<file path="src/rtl/power_reset_pkg.sv">
// constants and types for the reset-cause and power-gating block
// assumes a 12-bit byte address on an AXI4-Lite register port
package power_reset_pkg;

  // register byte addresses
  localparam logic [11:0] gate_addr  = 12'hf80;  // peripheral power gate
  localparam logic [11:0] cause_addr = 12'hff0;  // cause (read), watchdog control (write)

  // power gate field positions
  localparam int amp_bit  = 7;  // amplifier off
  localparam int bo_bit   = 4;  // brown-out detector off
  localparam int temp_bit = 3;  // thermal sensor off
  localparam int conv_bit = 2;  // converter off
  localparam int thr_bit  = 1;  // threshold detector off

  // power gate reset value and writable bits
  localparam logic [7:0] gate_reset = 8'h80;
  localparam logic [7:0] gate_mask  = 8'h9e;

  // cause flags {power_on, sleep_recovery, watchdog_expiry, pin_reset}
  localparam logic [3:0] flags_por  = 4'h8;
  localparam logic [3:0] flags_pin  = 4'h1;
  localparam logic [3:0] flags_wsmr = 4'h6;
  localparam logic [3:0] flags_gsmr = 4'h4;
  localparam logic [3:0] flags_none = 4'h0;
  localparam logic [2:0] cause_rsvd = 3'h0;  // reserved bits [3:1]

  // bus response codes
  localparam logic [1:0] resp_okay   = 2'h0;
  localparam logic [1:0] resp_slverr = 2'h2;

  // power modes
  typedef enum logic [1:0] {
    mode_active,
    mode_halted,
    mode_stopped
  } power_mode_t;

  // reset and recovery event strobes, one cycle each
  typedef struct packed {
    logic debugger_rst;   // debugger control bit reset
    logic debug_pin_low;  // debug pin low (acts in stop only)
    logic brownout_rst;   // brown-out reset
    logic pin_rst;        // external reset pin
    logic wdt_timeout;    // watchdog time-out
    logic gpio_change;    // gpio recovery transition (stop only)
  } wake_evt_t;

  // per-peripheral run enables, high = block may run
  typedef struct packed {
    logic amp;
    logic brownout;
    logic thermal;
    logic converter;
    logic threshold;
  } periph_en_t;

endpackage : power_reset_pkg

</file>
<file path="src/rtl/reset_cause_and_power_gating.sv">
// reset-cause status, halt/stop sequencing and peripheral power gating
// assumes one 10 MHz clock, strobes synchronous to it, AXI4-Lite master
`timescale 1ns/10ps
`default_nettype none

module reset_cause_and_power_gating
  import power_reset_pkg::*;
(
  // clock and power-on reset
  input  wire logic        clock,
  input  wire logic        rst_n,
  // axi4-lite write channels
  input  wire logic [11:0] awaddr,
  input  wire logic        awvalid,
  output var  logic        awready,
  input  wire logic [31:0] wdata,
  input  wire logic [3:0]  wstrb,
  input  wire logic        wvalid,
  output var  logic        wready,
  output var  logic [1:0]  bresp,
  output var  logic        bvalid,
  input  wire logic        bready,
  // axi4-lite read channels
  input  wire logic [11:0] araddr,
  input  wire logic        arvalid,
  output var  logic        arready,
  output var  logic [31:0] rdata,
  output var  logic [1:0]  rresp,
  output var  logic        rvalid,
  input  wire logic        rready,
  // cpu requests and events
  input  wire logic        stop_req,
  input  wire logic        halt_req,
  input  wire logic        irq_pending,
  input  wire wake_evt_t   wake_evt,
  // supply monitor and option straps
  input  wire logic        lvd_cmp,
  input  wire logic        brownout_nonvolatile_option,
  input  wire logic        brownout_stop_option,
  input  wire logic        wdt_reset_mode,
  input  wire logic        wdt_osc_cfg,
  input  wire logic        wdt_enable_cfg,
  // clock and oscillator controls
  output var  logic        sys_clk_en,
  output var  logic        cpu_run,
  output var  logic        primary_osc_en,
  output var  logic        ipo_en,
  output var  logic        ipo_select,
  output var  logic        xtal_pins_gpio,
  output var  logic        wdt_osc_run,
  output var  logic        wdt_count_en,
  output var  power_mode_t power_mode,
  // peripheral enables and watchdog control port
  output var  periph_en_t  periph_en,
  output var  logic        wdt_ctl_wr,
  output var  logic [7:0]  wdt_ctl_data
);

  // reset synchroniser; only the second stage is used
  logic rst_meta_q;
  logic arst_n;

  always_ff @(posedge clock or negedge rst_n) begin
    if (!rst_n) begin
      rst_meta_q <= 1'b0;
      arst_n     <= 1'b0;
    end else begin
      rst_meta_q <= 1'b1;
      arst_n     <= rst_meta_q;
    end
  end

  // bus holding state
  logic        aw_full_q;   // write address captured
  logic [11:0] awaddr_q;    // captured write address
  logic        w_full_q;    // write data captured
  logic [7:0]  wbyte_q;     // low byte of write data
  logic        wlane_q;     // byte lane 0 enabled

  // block state
  power_mode_t mode_q, mode_d;  // current power mode
  logic [3:0]  flags_q, flags_d; // sticky cause flags
  logic [7:0]  gate_q;           // peripheral power gate

  // handshakes and decode
  wire aw_take  = awvalid & awready;
  wire w_take   = wvalid & wready;
  wire ar_take  = arvalid & arready;
  wire do_write = aw_full_q & w_full_q & ~bvalid;
  wire wr_gate  = do_write & (awaddr_q == gate_addr) & wlane_q;
  wire wr_wdt   = do_write & (awaddr_q == cause_addr) & wlane_q;
  wire wr_hit   = (awaddr_q == gate_addr) | (awaddr_q == cause_addr);
  wire rd_cause = ar_take & (araddr == cause_addr);
  wire rd_gate  = ar_take & (araddr == gate_addr);

  // read data mux; lvd bit is sampled live, reserved bits forced zero
  wire [7:0] cause_view = {flags_q, cause_rsvd, lvd_cmp};
  wire [7:0] rd_byte    = rd_cause ? cause_view :
                          rd_gate  ? gate_q : 8'h00;

  // mode decode
  wire in_stop = (mode_q == mode_stopped);
  wire in_halt = (mode_q == mode_halted);

  // reset-class events that hit the flags
  wire por_like = wake_evt.debugger_rst | wake_evt.brownout_rst |
                  (wake_evt.debug_pin_low & in_stop);
  wire smr_wdt  = wake_evt.wdt_timeout & in_stop;
  wire smr_gpio = wake_evt.gpio_change & in_stop;

  // exit conditions for low-power modes
  wire exit_halt = irq_pending | wake_evt.wdt_timeout |
                   wake_evt.brownout_rst | wake_evt.pin_rst |
                   wake_evt.debugger_rst;
  wire exit_stop = smr_wdt | smr_gpio | wake_evt.pin_rst | por_like;

  // flags with a read clear applied first; events below override it
  wire [3:0] flags_rd = rd_cause ? flags_none : flags_q;

  // event priority: power-on class, pin, then watchdog, then gpio;
  // an event in the read cycle wins over the read clear
  always_comb begin
    flags_d = flags_rd;
    if (por_like) begin
      flags_d = flags_por;
    end else if (wake_evt.pin_rst) begin
      flags_d = flags_pin;
    end else if (smr_wdt) begin
      flags_d = flags_wsmr;
    end else if (wake_evt.wdt_timeout) begin
      // outside stop: sleep and power-on flags drop, pin flag kept
      // unless the watchdog is strapped as a reset source
      flags_d = {2'h0, 1'b1, flags_rd[0] & ~wdt_reset_mode};
    end else if (smr_gpio) begin
      flags_d = flags_gsmr;
    end
  end

  // power mode sequencing
  always_comb begin
    mode_d = mode_q;
    case (mode_q)
      mode_active: begin
        if (stop_req) begin
          mode_d = mode_stopped;
        end else if (halt_req) begin
          mode_d = mode_halted;
        end
      end
      mode_halted: begin
        if (exit_halt) begin
          mode_d = mode_active;
        end
      end
      mode_stopped: begin
        if (exit_stop) begin
          mode_d = mode_active;
        end
      end
      default: begin
        mode_d = mode_active;
      end
    endcase
  end

  // the next mode drives the registered clock controls so they match mode_q
  wire nx_stop = (mode_d == mode_stopped);
  wire nx_run  = (mode_d == mode_active);

  // state registers; flags start as power-on
  always_ff @(posedge clock or negedge arst_n) begin
    if (!arst_n) begin
      mode_q  <= mode_active;
      flags_q <= flags_por;
    end else begin
      mode_q  <= mode_d;
      flags_q <= flags_d;
    end
  end

  // power gate: only the power-on reset touches it, other resets
  // are plain strobes and leave it as software set it
  always_ff @(posedge clock or negedge arst_n) begin
    if (!arst_n) begin
      gate_q <= gate_reset;
    end else if (wr_gate) begin
      gate_q <= wbyte_q & gate_mask;
    end
  end

  // clock, oscillator and watchdog controls
  always_ff @(posedge clock or negedge arst_n) begin
    if (!arst_n) begin
      sys_clk_en     <= 1'b1;
      cpu_run        <= 1'b1;
      primary_osc_en <= 1'b1;
      ipo_en         <= 1'b1;
      xtal_pins_gpio <= 1'b0;
      wdt_osc_run    <= 1'b1;
      wdt_count_en   <= 1'b0;
      ipo_select     <= 1'b0;
    end else begin
      sys_clk_en     <= ~nx_stop;
      cpu_run        <= nx_run;
      primary_osc_en <= ~nx_stop;
      ipo_en         <= ~nx_stop;
      xtal_pins_gpio <= nx_stop;
      // in stop the rc oscillator follows its setting, else it runs
      wdt_osc_run    <= nx_stop ? wdt_osc_cfg : 1'b1;
      wdt_count_en   <= wdt_enable_cfg;
      // one-cycle pulse: oscillator block forces the ipo back on
      ipo_select     <= in_stop & exit_stop;
    end
  end

  // peripheral enables; a gate bit wins whatever the block requests.
  // amplifier and brown-out may stay alive in stop, the rest idle
  always_ff @(posedge clock or negedge arst_n) begin
    if (!arst_n) begin
      periph_en <= '0;
    end else begin
      periph_en.amp       <= ~gate_q[amp_bit];
      periph_en.brownout  <= ~gate_q[bo_bit] & brownout_nonvolatile_option &
                             (~nx_stop | brownout_stop_option);
      periph_en.thermal   <= ~gate_q[temp_bit] & ~nx_stop;
      periph_en.converter <= ~gate_q[conv_bit] & ~nx_stop;
      periph_en.threshold <= ~gate_q[thr_bit] & ~nx_stop;
    end
  end

  // watchdog control writes leave through a one-cycle strobe
  always_ff @(posedge clock or negedge arst_n) begin
    if (!arst_n) begin
      wdt_ctl_wr   <= 1'b0;
      wdt_ctl_data <= 8'h00;
    end else begin
      wdt_ctl_wr <= wr_wdt;
      if (wr_wdt) begin
        wdt_ctl_data <= wbyte_q;
      end
    end
  end

  // the mode port is the state register itself, no extra copy
  assign power_mode = mode_q;

  // write address channel: one outstanding write
  always_ff @(posedge clock or negedge arst_n) begin
    if (!arst_n) begin
      aw_full_q <= 1'b0;
      awaddr_q  <= 12'h000;
      awready   <= 1'b0;
    end else if (aw_take) begin
      aw_full_q <= 1'b1;
      awaddr_q  <= awaddr;
      awready   <= 1'b0;
    end else if (do_write) begin
      aw_full_q <= 1'b0;
    end else if (!aw_full_q && !bvalid) begin
      awready   <= 1'b1;
    end
  end

  // write data channel; only byte lane 0 holds register bits
  always_ff @(posedge clock or negedge arst_n) begin
    if (!arst_n) begin
      w_full_q <= 1'b0;
      wbyte_q  <= 8'h00;
      wlane_q  <= 1'b0;
      wready   <= 1'b0;
    end else if (w_take) begin
      w_full_q <= 1'b1;
      wbyte_q  <= wdata[7:0];
      wlane_q  <= wstrb[0];
      wready   <= 1'b0;
    end else if (do_write) begin
      w_full_q <= 1'b0;
    end else if (!w_full_q && !bvalid) begin
      wready   <= 1'b1;
    end
  end

  // write response after both halves; unmapped gets slverr
  always_ff @(posedge clock or negedge arst_n) begin
    if (!arst_n) begin
      bvalid <= 1'b0;
      bresp  <= resp_okay;
    end else if (do_write) begin
      bvalid <= 1'b1;
      bresp  <= wr_hit ? resp_okay : resp_slverr;
    end else if (bready) begin
      bvalid <= 1'b0;
    end
  end

  // read channel; data captured on address acceptance
  always_ff @(posedge clock or negedge arst_n) begin
    if (!arst_n) begin
      arready <= 1'b0;
      rvalid  <= 1'b0;
      rdata   <= 32'h0000_0000;
      rresp   <= resp_okay;
    end else if (ar_take) begin
      arready <= 1'b0;
      rvalid  <= 1'b1;
      rdata   <= {24'h00_0000, rd_byte};
      rresp   <= (rd_cause | rd_gate) ? resp_okay : resp_slverr;
    end else if (rvalid && rready) begin
      rvalid  <= 1'b0;
    end else if (!rvalid) begin
      arready <= 1'b1;
    end
  end

  wire quiet = ~(|wake_evt);
endmodule : reset_cause_and_power_gating

`default_nettype wire

</file>
<file path="config.mk">
export PLATFORM = sky130hd
export DESIGN_NAME = reset_cause_and_power_gating
export DESIGN_NICKNAME = d
export VERILOG_FILES = /design/src/rtl/power_reset_pkg.sv /design/src/rtl/reset_cause_and_power_gating.sv
export SDC_FILE = /design/constraint.sdc
export NUM_CORES = 1
export LEC_CHECK = 0
export ABC_AREA = 1
export BUFFER_PORTS_ARGS = -buffer_cell sky130_fd_sc_hd__buf_2
export CORE_ASPECT_RATIO = 1.2
export CORE_UTILIZATION = 25
export CTS_CLUSTER_DIAMETER = 120
export DETAILED_ROUTE_END_ITERATION = 6
export PLACE_DENSITY = 0.55
export SYNTH_ARGS = -nofsm -noshare
export SYNTH_HDL_FRONTEND = slang
export SYNTH_SLANG_ARGS = --single-unit
</file>
<file path="constraint.sdc">
create_clock -name clock -period 4.6 [get_ports clock]
set_input_delay 0 -clock clock [delete_from_list [all_inputs] [get_ports clock]]
set_output_delay 0 -clock clock [all_outputs]
set_load 0.005 [all_outputs]
</file>
==> summary.txt <==
I/O Pins = 147
Sequential area share after synthesis = 56.48%
Initial Utilization = 25.83%
Pins Over Slew Limit = 0
Period utilization = 42.35%
Core ar. = 12,220 sq um
Commonest non-fill, non-tap cell in the layout = buf_2
Worst Tran Pin Value = 0.8933 ns
Die X-Extent = 104.6 um
Synth Area in Simple Gates = 25.25%
Highest-count cells in the layout ignoring fill and taps = buf_2, nand2_1, dfrtp_1
Metal-1 WL = 3.048 mm
Die Ht = 125.1 um
First-pass GRT wire length = 11.63 mm
Critical path class = reg -> reg
Routability congestion estimate = 0.7492
Drt pass-1 iters = 4
WL final = 6.891 mm
Maximum vdd drop = 0.0002051 V
Hold Crit Class = in -> reg
Clock-pin slew on the worst setup and hold paths = 0.05 ns
IO buf count = 93
Main combinational cell family by area after synthesis = simple AND/OR/NAND/NOR gates
Logic pwr share = 20.2%
Min Clock Period, post-route = 1.948 ns
Mapped Cells = 337
Outcome = completed
CP Launch Type = flip-flop
Post-synthesis mux area share = 1.070%
Switching share of power = 30.27%
Syn-to-layout area delta = 37.57%
H-tree levels = 3
Clk_skew = 0.007404 ns
LEAKAGE = 0.002275 uW
Routed len/inst = 10.85 um
Crit end category = flip-flop
DP Worst Slack = 3.206 ns
Worst skew pair latency = 0.33 ns
Mapped cell area = 3157 sq um
Fin nets = 551
Multi-input logic area = 1096 sq um
Global Route Usage Sum = 11.30%
Ys Warns = 0
Post-synth cell types = 31
Initial drt markers = 90
Critical Path AT = 2.21 ns
RSZ-0062 raised after global routing = false
GRT overflow = 0
DPL Wire Length = 4.857 mm
Routed Antenna Nets = 0
Drt via density = 3.976
Top Metal Used = met4
Synth Area in XOR/XNOR = 0%
Setup_tns = 0 ns
Bufs on Longest Clock Path = 2
Yosys reg bits = 71
Pint = 1364 uW
CTS resizes = 0
NetSw = 592.2 uW
Die ar. = 13,080 sq um
Slew headroom = 40.44%
Syn Area/Cell = 9.367 sq um
Drt drc = 0
Number of diodes = 0
CTS tree = yes
Largest net degree at the start of global routing = 70
Cell Rows = 44
Max frequency = 0.5134 GHz
Total length of routed met3 wires = 415 um
Sequential share of power = 44.2%
Final setup violation count = 0
Power per cell area = 450.5 nW/um^2
FF+latch area = 1787 sq um
DR WL met2 = 3.285 mm
Max cap viols = 0
CTS root buf = clkbuf_16
Initial antenna violation count = 0
Final setup margin = 2.652 ns
CTS Buf Count = 9
WP data required = 4.87 ns
CTS Sinks = 71
Post-CTS Repair Setup Buffers = 0
Critical path fanouts, max = 4
Vias in the first global route = 2,492
Compound-cell area share of the yosys netlist = 5.192%
Post-Synth Adder-Cell Area = 0%
Filler cell count = 1,290
Clock network fraction of design power = 35.7%
Final Hold Viols = 0
Via Count = 2,525
Layout cells sized above 1 = 31.01%
==> worst max-delay path, cell delays in order (launching register included) <==
cell	delay, ns
dfrtp_1	0.40
inv_1	0.12
nand2_1	0.06
nor2_1	0.08
nand2_1	0.05
dlygate4sd3_1	0.55
nand2_1	0.08
dlygate4sd3_1	0.54
==> per-stage QoR <==
step	std cells	hold slack [ns]	utilization [%]	cell area [sq um]	total power, uW
floorplan	362	-0.2956	-	3251	1133
global placement	583	-0.2152	30.13	3682	1238
detailed placement	583	-0.2118	30.13	3682	1254
CTS	635	0.009099	35.53	4343	1990
global route	635	0.03423	35.53	4343	2082
finish	635	0.02049	35.53	4343	1956
==> Yosys cell counts <==
library cell,count,area share [%]
nor2_2,4,0.79
nand4_2,2,0.79
nand2_4,3,1.1
nand2_2,1,0.20
o21ai_2,4,1.1
clkinv_4,1,0.28
inv_2,7,0.83
nand3b_1,1,0.24
o21ai_0,10,1.6
o21ai_1,4,0.63
inv_1,26,3.1
nor2_4,3,1.1
mux2_2,3,1.1
dfstp_2,5,4.2
nor3_1,1,0.16
nand3_1,20,3.2
and2_1,2,0.40
buf_6,1,0.36
nand3_2,1,0.32
buf_4,28,6.7
nand2_1,92,11
nor2_1,25,3.0
conb_1,2,0.24
clkbuf_1,2,0.24
a21oi_1,10,1.6
nand4_1,7,1.4
a21oi_2,1,0.28
dfrtp_1,66,52
nor2_8,1,0.63
buf_2,2,0.32
nand3_4,2,1.1
==> repair_timing <==
| action | in CTS | in global routing |
|---|---|---|
| endpoints found under the hold margin | 34 | 0 |
| endpoints found under the setup margin | 0 | 0 |
| hold buffers | 36 | 0 |
==> cell type report <==
cell class	count	area share, %
clock buffer	11	5.589
sequential	71	41.14
tap	161	4.638
clock inverter	5	1.325
inverter	34	3.054
timing repair buffer	129	19.01
multi-input combinational	224	25.24
==> cell families after synthesis <==
logic type / count (synthesis)
buffers and inverters: 67
other: 2
AO/OA/AOI/OAI: 29
multiplexers: 3
AND/OR/NAND/NOR: 165
flip-flops: 71
==> power by group through the flow <==
stage	Clock [uW]	Combinational [uW]	Sequential, uW
2_1_floorplan	0	275	858
3_3_place_gp	0	370	868
3_5_place_dp	0	379	875
4_1_cts	719	405	866
5_1_grt	745	452	885
6_report	698	394	864
==> layer usage <==
layer | GRT usage (%) | vias up
li1 | - | 1270
met4 | 5.137 | 0
met2 | 18.47 | 80
met3 | 3.754 | 13
met1 | 13.45 | 1162
met5 | 0 | -
==> state kept, by name (all words and copies together), names as in the netlist, 2 cells and up <==
| register | flops |
|---|---|
| awaddr_q | 12 |
| flags_q | 4 |
| gate_q | 5 |
| periph_en | 5 |
| power_mode | 2 |
| rdata | 8 |
| wbyte_q | 8 |
| wdt_ctl_data | 8 |
==> worst paths after layout <==
check,startpoint,end,slack [ns],cells past startpoint
setup / recovery,power_mode[1],power_mode[0],2.65,7
setup reg to reg,power_mode[1],power_mode[0],2.65,7
max in group asynchronous,arst_n,flags_q[1],3.56,0
min in group asynchronous,arst_n,wready,0.46,0
hold reg to reg,rst_meta_q,arst_n,0.35,0
hold / removal,stop_req,xtal_pins_gpio,0.02,3
Note: power is estimated with default switching activity, not from simulation.
